### src/gpf_defines.svh
`ifndef GPF_DEFINES_SVH
`define GPF_DEFINES_SVH

// Register indices; the byte address is four times the index.
`define GPF_IDX_MODE 8'h27
`define GPF_IDX_STATE 8'h28
`define GPF_IDX_IO_EN 8'h26
`define GPF_ADDR_MODE 12'h09C
`define GPF_ADDR_STATE 12'h0A0
`define GPF_ADDR_IO_EN 12'h098

// Reset values.
`define GPF_RST_MODE 8'h00
`define GPF_RST_STATE 4'h0
`define GPF_RST_IO_EN 8'h00

// Field positions in the function control register.
`define GPF_OV_MODE_BIT 7
`define GPF_BUSY_SEL_BIT 5
`define GPF_ALERT_SEL_BIT 4
`define GPF_LANE_HI 3
`define GPF_LANE_LO 2
`define GPF_BUSY_EN_BIT 1
`define GPF_ALERT_EN_BIT 0
// Writable bits of the function control register (bit 6 reserved).
`define GPF_MODE_WMASK 8'hBF

// Field positions in the pin state register.
`define GPF_IN_LEVEL_LO 4
`define GPF_OUT_LEVEL_LO 0

// Field positions in the input/output enable register.
`define GPF_IN_EN_LO 4
`define GPF_OUT_EN_LO 0

`endif

### src/gpf_pkg.sv
package gpf_pkg;

  // Serial data output lane count.
  typedef enum logic [1:0] {
    GPF_LANES_1 = 2'h0,
    GPF_LANES_2 = 2'h1,
    GPF_LANES_4 = 2'h2
  } gpf_lanes_t;

  // Function that owns a pin.
  typedef enum logic [2:0] {
    GPF_FN_NONE = 3'h0,
    GPF_FN_BUSY = 3'h1,
    GPF_FN_ALERT = 3'h2,
    GPF_FN_OUT = 3'h3,
    GPF_FN_IN = 3'h4
  } gpf_fn_t;

endpackage

### src/gpf_lane_decode.sv
// Turns the lane field into a lane count for the package variant.
module gpf_lane_decode (
  input wire logic [1:0] lane_field,
  input wire logic reduced_pkg,
  output gpf_pkg::gpf_lanes_t lanes
);

  // Codes 0 and 3 give one lane; code 2 gives four only on the full package.
  always_comb begin
    unique case (lane_field)
      2'h1: lanes = gpf_pkg::GPF_LANES_2;
      2'h2: lanes = reduced_pkg ? gpf_pkg::GPF_LANES_1
                                : gpf_pkg::GPF_LANES_4;
      2'h0, 2'h3: lanes = gpf_pkg::GPF_LANES_1;
    endcase
  end

endmodule

### src/gpf_pin_arbiter.sv
// Picks the owner of one pin from its claiming functions by fixed priority.
module gpf_pin_arbiter (
  input wire logic busy_claim,
  input wire logic alert_claim,
  input wire logic out_claim,
  input wire logic in_claim,
  output gpf_pkg::gpf_fn_t owner
);

  // Busy first, then alert, then output, then input.
  always_comb begin
    if (busy_claim) begin
      owner = gpf_pkg::GPF_FN_BUSY;
    end else if (alert_claim) begin
      owner = gpf_pkg::GPF_FN_ALERT;
    end else if (out_claim) begin
      owner = gpf_pkg::GPF_FN_OUT;
    end else if (in_claim) begin
      owner = gpf_pkg::GPF_FN_IN;
    end else begin
      owner = gpf_pkg::GPF_FN_NONE;
    end
  end

endmodule

### src/gpf_pin_function.sv
`include "gpf_defines.svh"

module gpf_pin_function (
  input wire logic pclk,
  input wire logic presetn,
  input wire logic psel,
  input wire logic penable,
  input wire logic pwrite,
  input wire logic [11:0] paddr,
  input wire logic [31:0] pwdata,
  input wire logic [3:0] pstrb,
  output logic [31:0] prdata,
  output logic pready,
  output logic pslverr,
  input wire logic reduced_pkg,
  input wire logic busy_flag,
  input wire logic threshold_alert_flag,
  output logic overvoltage_alert_status_bit,
  output logic [1:0] output_lane_select,
  input wire logic [3:0] pin_in,
  output logic [3:0] pin_out,
  output logic [3:0] pin_oe
);

  logic [7:0] mode_reg;
  logic [3:0] output_pin_levels_reg;
  logic [7:0] io_en_reg;
  logic [3:0] input_pin_levels_reg;
  logic [3:0] input_pin_levels_next;
  gpf_pkg::gpf_lanes_t lanes;
  gpf_pkg::gpf_fn_t owner [4];
  logic [3:0] busy_claim;
  logic [3:0] alert_claim;
  logic [3:0] pin_valid;
  logic [3:0] pin_out_next;
  logic busy_sel;
  logic alert_sel;
  logic wr_access;
  logic rd_access;

  // Maps a byte address to a register hit; used for reads and writes.
  function automatic logic [1:0] reg_hit(input logic [11:0] addr);
    if (addr == `GPF_ADDR_MODE) begin
      reg_hit = 2'h1;
    end else if (addr == `GPF_ADDR_STATE) begin
      reg_hit = 2'h2;
    end else if (addr == `GPF_ADDR_IO_EN) begin
      reg_hit = 2'h3;
    end else begin
      reg_hit = 2'h0;
    end
  endfunction

  // The slave answers in the access phase with no wait states.
  assign pready = 1'b1;
  assign wr_access = psel && penable && pwrite && pstrb[0];
  assign rd_access = psel && penable && !pwrite;

  // Unmapped addresses answer with an error.
  assign pslverr = psel && penable && (reg_hit(paddr) == 2'h0);

  // Function control register; the reserved bit stays zero.
  always_ff @(posedge pclk or negedge presetn) begin
    if (!presetn) begin
      mode_reg <= `GPF_RST_MODE;
    end else if (wr_access && reg_hit(paddr) == 2'h1) begin
      mode_reg <= pwdata[7:0] & `GPF_MODE_WMASK;
    end
  end

  // Output levels; on the reduced package only bit 0 is kept.
  always_ff @(posedge pclk or negedge presetn) begin
    if (!presetn) begin
      output_pin_levels_reg <= `GPF_RST_STATE;
    end else if (wr_access && reg_hit(paddr) == 2'h2) begin
      output_pin_levels_reg <= pwdata[3:0] & pin_valid;
    end
  end

  // Input and output enable bits of the pins.
  always_ff @(posedge pclk or negedge presetn) begin
    if (!presetn) begin
      io_en_reg <= `GPF_RST_IO_EN;
    end else if (wr_access && reg_hit(paddr) == 2'h3) begin
      io_en_reg <= pwdata[7:0];
    end
  end

  // Pins 3..1 exist only on the full package.
  assign pin_valid = reduced_pkg ? 4'h1 : 4'hF;

  // Select bits count only on the full package.
  assign busy_sel = mode_reg[`GPF_BUSY_SEL_BIT] && !reduced_pkg;
  assign alert_sel = mode_reg[`GPF_ALERT_SEL_BIT] && !reduced_pkg;

  // Busy claims pin 0 or pin 3; alert claims pin 0 or pin 2.
  always_comb begin
    busy_claim = 4'h0;
    alert_claim = 4'h0;
    if (mode_reg[`GPF_BUSY_EN_BIT]) begin
      if (busy_sel) begin
        busy_claim[3] = 1'b1;
      end else begin
        busy_claim[0] = 1'b1;
      end
    end
    if (mode_reg[`GPF_ALERT_EN_BIT]) begin
      if (alert_sel) begin
        alert_claim[2] = 1'b1;
      end else begin
        alert_claim[0] = 1'b1;
      end
    end
  end

  // One arbiter per pin settles its owner.
  generate
    for (genvar i = 0; i < 4; i++) begin : g_pin
      gpf_pin_arbiter u_arb (
        .busy_claim(busy_claim[i]),
        .alert_claim(alert_claim[i]),
        .out_claim(io_en_reg[`GPF_OUT_EN_LO + i] && pin_valid[i]),
        .in_claim(io_en_reg[`GPF_IN_EN_LO + i] && pin_valid[i]),
        .owner(owner[i])
      );
    end
  endgenerate

  // Per-pin drive value and sampled input level.
  always_comb begin
    pin_out_next = 4'h0;
    input_pin_levels_next = 4'h0;
    for (int i = 0; i < 4; i++) begin
      unique case (owner[i])
        gpf_pkg::GPF_FN_BUSY: pin_out_next[i] = busy_flag;
        gpf_pkg::GPF_FN_ALERT: pin_out_next[i] = threshold_alert_flag;
        gpf_pkg::GPF_FN_OUT: pin_out_next[i] = output_pin_levels_reg[i];
        gpf_pkg::GPF_FN_IN: input_pin_levels_next[i] = pin_in[i];
        gpf_pkg::GPF_FN_NONE: pin_out_next[i] = 1'b0;
        default: pin_out_next[i] = 1'b0;
      endcase
    end
  end

  // Pin drive levels and enables come from flip-flops.
  always_ff @(posedge pclk or negedge presetn) begin
    if (!presetn) begin
      pin_out <= 4'h0;
      pin_oe <= 4'h0;
    end else begin
      pin_out <= pin_out_next;
      for (int i = 0; i < 4; i++) begin
        pin_oe[i] <= (owner[i] != gpf_pkg::GPF_FN_NONE) &&
                     (owner[i] != gpf_pkg::GPF_FN_IN);
      end
    end
  end

  // Input levels are sampled every cycle; absent pins read zero.
  always_ff @(posedge pclk or negedge presetn) begin
    if (!presetn) begin
      input_pin_levels_reg <= 4'h0;
    end else begin
      input_pin_levels_reg <= input_pin_levels_next & pin_valid;
    end
  end

  // Status report of the threshold alert.
  always_ff @(posedge pclk or negedge presetn) begin
    if (!presetn) begin
      overvoltage_alert_status_bit <= 1'b0;
    end else begin
      overvoltage_alert_status_bit <= mode_reg[`GPF_OV_MODE_BIT] &&
                                      threshold_alert_flag;
    end
  end

  gpf_lane_decode u_lane (
    .lane_field(mode_reg[`GPF_LANE_HI:`GPF_LANE_LO]),
    .reduced_pkg(reduced_pkg),
    .lanes(lanes)
  );

  // Lane count registered onto the output.
  always_ff @(posedge pclk or negedge presetn) begin
    if (!presetn) begin
      output_lane_select <= 2'h0;
    end else begin
      output_lane_select <= lanes;
    end
  end

  // Read data is registered at the setup edge of a read.
  always_ff @(posedge pclk or negedge presetn) begin
    if (!presetn) begin
      prdata <= 32'h0000_0000;
    end else if (psel && !penable && !pwrite) begin
      unique case (reg_hit(paddr))
        2'h1: prdata <= {24'h00_0000, mode_reg};
        2'h2: prdata <= {24'h00_0000, input_pin_levels_reg,
                         output_pin_levels_reg};
        2'h3: prdata <= {24'h00_0000, io_en_reg};
        2'h0: prdata <= 32'h0000_0000;
      endcase
    end
  end

endmodule

### config.mk
export PLATFORM = sky130hd
export DESIGN_NAME = gpf_pin_function
export DESIGN_NICKNAME = d
export VERILOG_FILES = /design/src/gpf_pkg.sv /design/src/gpf_lane_decode.sv /design/src/gpf_pin_arbiter.sv /design/src/gpf_pin_function.sv
export VERILOG_INCLUDE_DIRS = /design/src /design/src/src
export SDC_FILE = /design/constraint.sdc
export NUM_CORES = 1
export LEC_CHECK = 0
export ABC_AREA = 1
export ABC_CLOCK_PERIOD_IN_PS = 1200
export BUFFER_PORTS_ARGS = -buffer_cell sky130_fd_sc_hd__buf_2
export CORE_AREA = 8 8 85 87
export CTS_BUF_LIST = sky130_fd_sc_hd__clkbuf_8
export DETAILED_ROUTE_END_ITERATION = 8
export DIE_AREA = 0 0 93 95
export PLACE_DENSITY = 0.69
export SYNTH_ARGS = -nofsm -noshare
export SYNTH_HDL_FRONTEND = slang
export SYNTH_SLANG_ARGS = --single-unit
export TNS_END_PERCENT = 50
### constraint.sdc
create_clock -name pclk -period 1.2 [get_ports pclk]
set_input_delay 0.12 -clock pclk [delete_from_list [all_inputs] [get_ports pclk]]
set_output_delay 0.12 -clock pclk [all_outputs]
set_load 0.005 [all_outputs]
==> results.txt <==
Using the TritonRoute via totals, the vias-per-cell ratio works out to 4.50. For this block, the routed nets add up to 4890 µm of wire. The DRC violation count after routing is 0. Buffers placed on the I/O ports in this run total between 50 and 60. The initial detailed-routing violation count is 109.

The post-synth design cell area came out at roughly 0.0023 mm². For this design, the sink count on the clock tree is between 40 and 50. The placed wire-length estimate is 3910 µm. The run finished with clean final reports. Summed over all layers, the global routing overflow is 0. The worst setup path is launched from an input pin. The fmax came out at 904 MHz. The total track usage is 11.8%.

The routed design uses approximately 500 µm of met3 wire. The top-area cell type share of the netlist area is 45.9%. The internal portion of the total power is 2.11 mW. The endpoint identified for the worst register-to-register timing path is pin_out[2]$_DFF_PN0_. The placer's final routability congestion estimate is 0.825. The average wire length per cell after detail routing came out at roughly 12 µm. The fraction of final layout cells sized beyond drive strength 1 is 33.7%. The sequential cell area is 0.00105 mm². The number of cells traversed by the worst hold path is 2.

The proportion of synthesized chip area in sequential cells came out at 45.9%. The number of global-route vias before repair is 1,759. The net switching power of the design is 619 µW. The share of power burned in the clock network is 39.6%. The area of the multi-input gates came out at 0.00102 mm². During synthesis, Yosys emitted a total of 0 warnings.

The vertical die dimension came out at 95 µm. The number of maximum-capacitance constraint violations came out at 0. The count of TritonRoute iterations in the first routing pass came out at 4.

The total power per unit cell area is around 1000 mW/mm². The TritonCTS buffer count is 5. The highest routing layer actually used is met4. The clock latency on the worst-skew pair is around 290 ps. The largest driver fanout on the critical path came out at 4. Synthesis instantiated 26 different standard cells from the library. The worst register-to-register path begins at mode_reg[4]$_DFFE_PN0P_.

After floorplanning, the core was divided into 28 placement rows. In this run switching power makes up 22.7% of total power. The wire length the detailed router placed on met1 came out at about 2000 µm. Combinational cells account for 8.5% of the total power.

The core utilization of the finished layout is 46.6%. The total I/O pin count came out at 105. The tree is rooted in a sky130_fd_sc_hd__clkbuf_8. The remaining number of nets flagged by the antenna check after routing came out at 0. The largest net degree at the start of global routing is 43.

The period utilization is approximately 92%. The die is 93 µm wide. The number of endpoints failing setup at the final stage came out at 0. The global-route wire length before repair is just over 8000 µm. The setup TNS is 0 ps.

The max-slew violation count is 0. Summed over all cells, the static leakage comes to 1.49 nW. The maximum resistive drop on vdd is just over 0.0004 V. STA classifies the critical path endpoint as a primary output.

After technology mapping, the gate count stands at 262. The required time reported for the critical path endpoint came out at roughly 1100 ps. The area of the die came out at 0.00884 mm². The count of vias placed by the detailed router came out at 1,791. The end of the worst hold path is output_lane_select[1]$_DFF_PN0_.

Ranked by total cell area, the synthesized netlist is headed by sky130_fd_sc_hd__dfrtp_1 (46%), sky130_fd_sc_hd__nand2_1 (10%), sky130_fd_sc_hd__buf_4 (8.8%). The number of antenna diodes in the final layout is 0. CTS built an H-tree with a depth of 2.

The arrival time at the worst endpoint came out at slightly below 1000 ps. The setup path with the least slack is of type input pin to primary output. The final net count came out at 382. The critical path startpoint is paddr[1]. The initial antenna violation count is 0. The deepest clock path buffer count came out at 2. TritonCTS built the clock tree. The biggest area contributor in the post-synthesis netlist is sky130_fd_sc_hd__dfrtp_1. The tightest min-delay check is of the input pin to flop type.

In this run the most critical hold path is launched from reduced_pkg. The filler cells instantiated in the layout total 607. The detailed-routed wire length on met2 came out at 2310 µm.

Setup repair after global routing left no endpoint under its margin. The number of cells traversed by the worst register-to-register path is 4. The area growth from synthesis to final layout is 18.2%.

In this run the standard cell core region covers 0.00582 mm². The setup check on the worst reg-to-reg path leaves a slack of 170 ps. The initial core utilization is about two fifths. The worst clock skew is 6.95 ps. After clock tree synthesis, the clock-pin slew on the worst setup and hold paths is 80 ps.

The post-route minimum period came out at 1110 ps. The count of endpoints failing hold in the final timing report was 0. The number of flip-flops and latches in the synthesized netlist came out at 42. The average cell area after synthesis came out at 8.75 µm². The register share of total power came out at 51.9%.
[timing repair]
item,in CTS,in global routing
resized for setup,0,4
hold buffers,1,0
hold endpoints to repair,42,0
buffers inserted,0,0
endpoints found under the setup margin,0,1
[per-stage QoR]
stage	setup slack (ps)	instances	instance area [µm²]	hold WS (ps)	power [mW]
after CTS	49.0	398	2700	16.3	2.75
after global routing	8.52	398	2710	10.6	2.85
after detailed placement	-8.08	389	2580	108	1.67
final	93.9	398	2710	26.2	2.73
after floorplan	229	285	2380	-176	1.60
after global placement	19.4	389	2580	107	1.67
[layout make-up]
type	count	area share [%]
inverters	24	3.32
clock buffers	5	2.54
well taps	75	3.46
clock inverters	3	1.52
multi-input cells	189	37.5
flip-flops and latches	42	38.8
repair buffers	60	12.8
[power by group through the flow]
stage	registers [mW]	clock network (mW)	logic, mW
2_1_floorplan	1.44	0	0.159
3_3_place_gp	1.44	0	0.224
3_5_place_dp	1.44	0	0.227
4_1_cts	1.41	1.11	0.230
5_1_grt	1.42	1.17	0.264
6_report	1.42	1.08	0.232
[Yosys cell counts, drive strengths merged]
cell / count
a21oi: 3
and2: 1
and3: 1
buf: 30
conb: 2
dfrtp: 42
inv: 24
nand2: 72
nand3: 38
nand3b: 1
nand4: 1
nor2: 22
nor3: 2
o211ai: 1
o21ai: 22
[critical path: stages]
cell and delay (ps):
sky130_fd_sc_hd__buf_2 110, sky130_fd_sc_hd__nor2_4 160, sky130_fd_sc_hd__nand2_2 90, sky130_fd_sc_hd__nor2_4 170, sky130_fd_sc_hd__o21ai_2 80, sky130_fd_sc_hd__nand3_1 90
sky130_fd_sc_hd__a21oi_2 40, sky130_fd_sc_hd__buf_2 130
[layout by cell type, fill, tap and decap left out, types with 2 or more instances in the layout]
cell | netlist | layout
sky130_fd_sc_hd__a21oi_1 | 3 | 2
sky130_fd_sc_hd__buf_12 | 0 | 2
sky130_fd_sc_hd__buf_2 | 1 | 52
sky130_fd_sc_hd__buf_4 | 27 | 5
sky130_fd_sc_hd__clkbuf_8 | 0 | 5
sky130_fd_sc_hd__conb_1 | 2 | 25
sky130_fd_sc_hd__dfrtp_1 | 42 | 42
sky130_fd_sc_hd__inv_1 | 21 | 22
sky130_fd_sc_hd__inv_2 | 3 | 3
sky130_fd_sc_hd__nand2_1 | 62 | 62
sky130_fd_sc_hd__nand2_2 | 8 | 8
sky130_fd_sc_hd__nand2_4 | 2 | 2
sky130_fd_sc_hd__nand3_1 | 35 | 35
sky130_fd_sc_hd__nand3_4 | 2 | 2
sky130_fd_sc_hd__nor2_1 | 14 | 13
sky130_fd_sc_hd__nor2_4 | 7 | 7
sky130_fd_sc_hd__o21ai_0 | 7 | 6
sky130_fd_sc_hd__o21ai_2 | 15 | 16
[cells by family after synthesis]
logic type | count (synthesis) | synth area share (%)
simple gates | 138 | 31.6
compound gates | 26 | 8.24
buf+inv | 54 | 14.0
other cells | 2 | 0.328
flops | 42 | 45.9
[worst max-delay path by stage]
| stage | endpoint | slack (ps) |
|---|---|---|
| 2_1_floorplan | io_en_reg[3]$_DFFE_PN0P_ | 230 |
| 3_3_place_gp | io_en_reg[5]$_DFFE_PN0P_ | 20 |
| 3_5_place_dp | io_en_reg[0]$_DFFE_PN0P_ | -8 |
| 4_1_cts | pslverr | 50 |
| 5_1_grt | pslverr | 9 |
| 6_report | pslverr | 90 |
[layer usage]
metal / vias to the layer above / track usage, %
met1: 825 / 13.4
met3: 6 / 5.24
met5: - / 0
met4: 0 / 4.16
met2: 61 / 19.2
li1: 899 / -
Note: power is estimated with default switching activity, not from simulation.
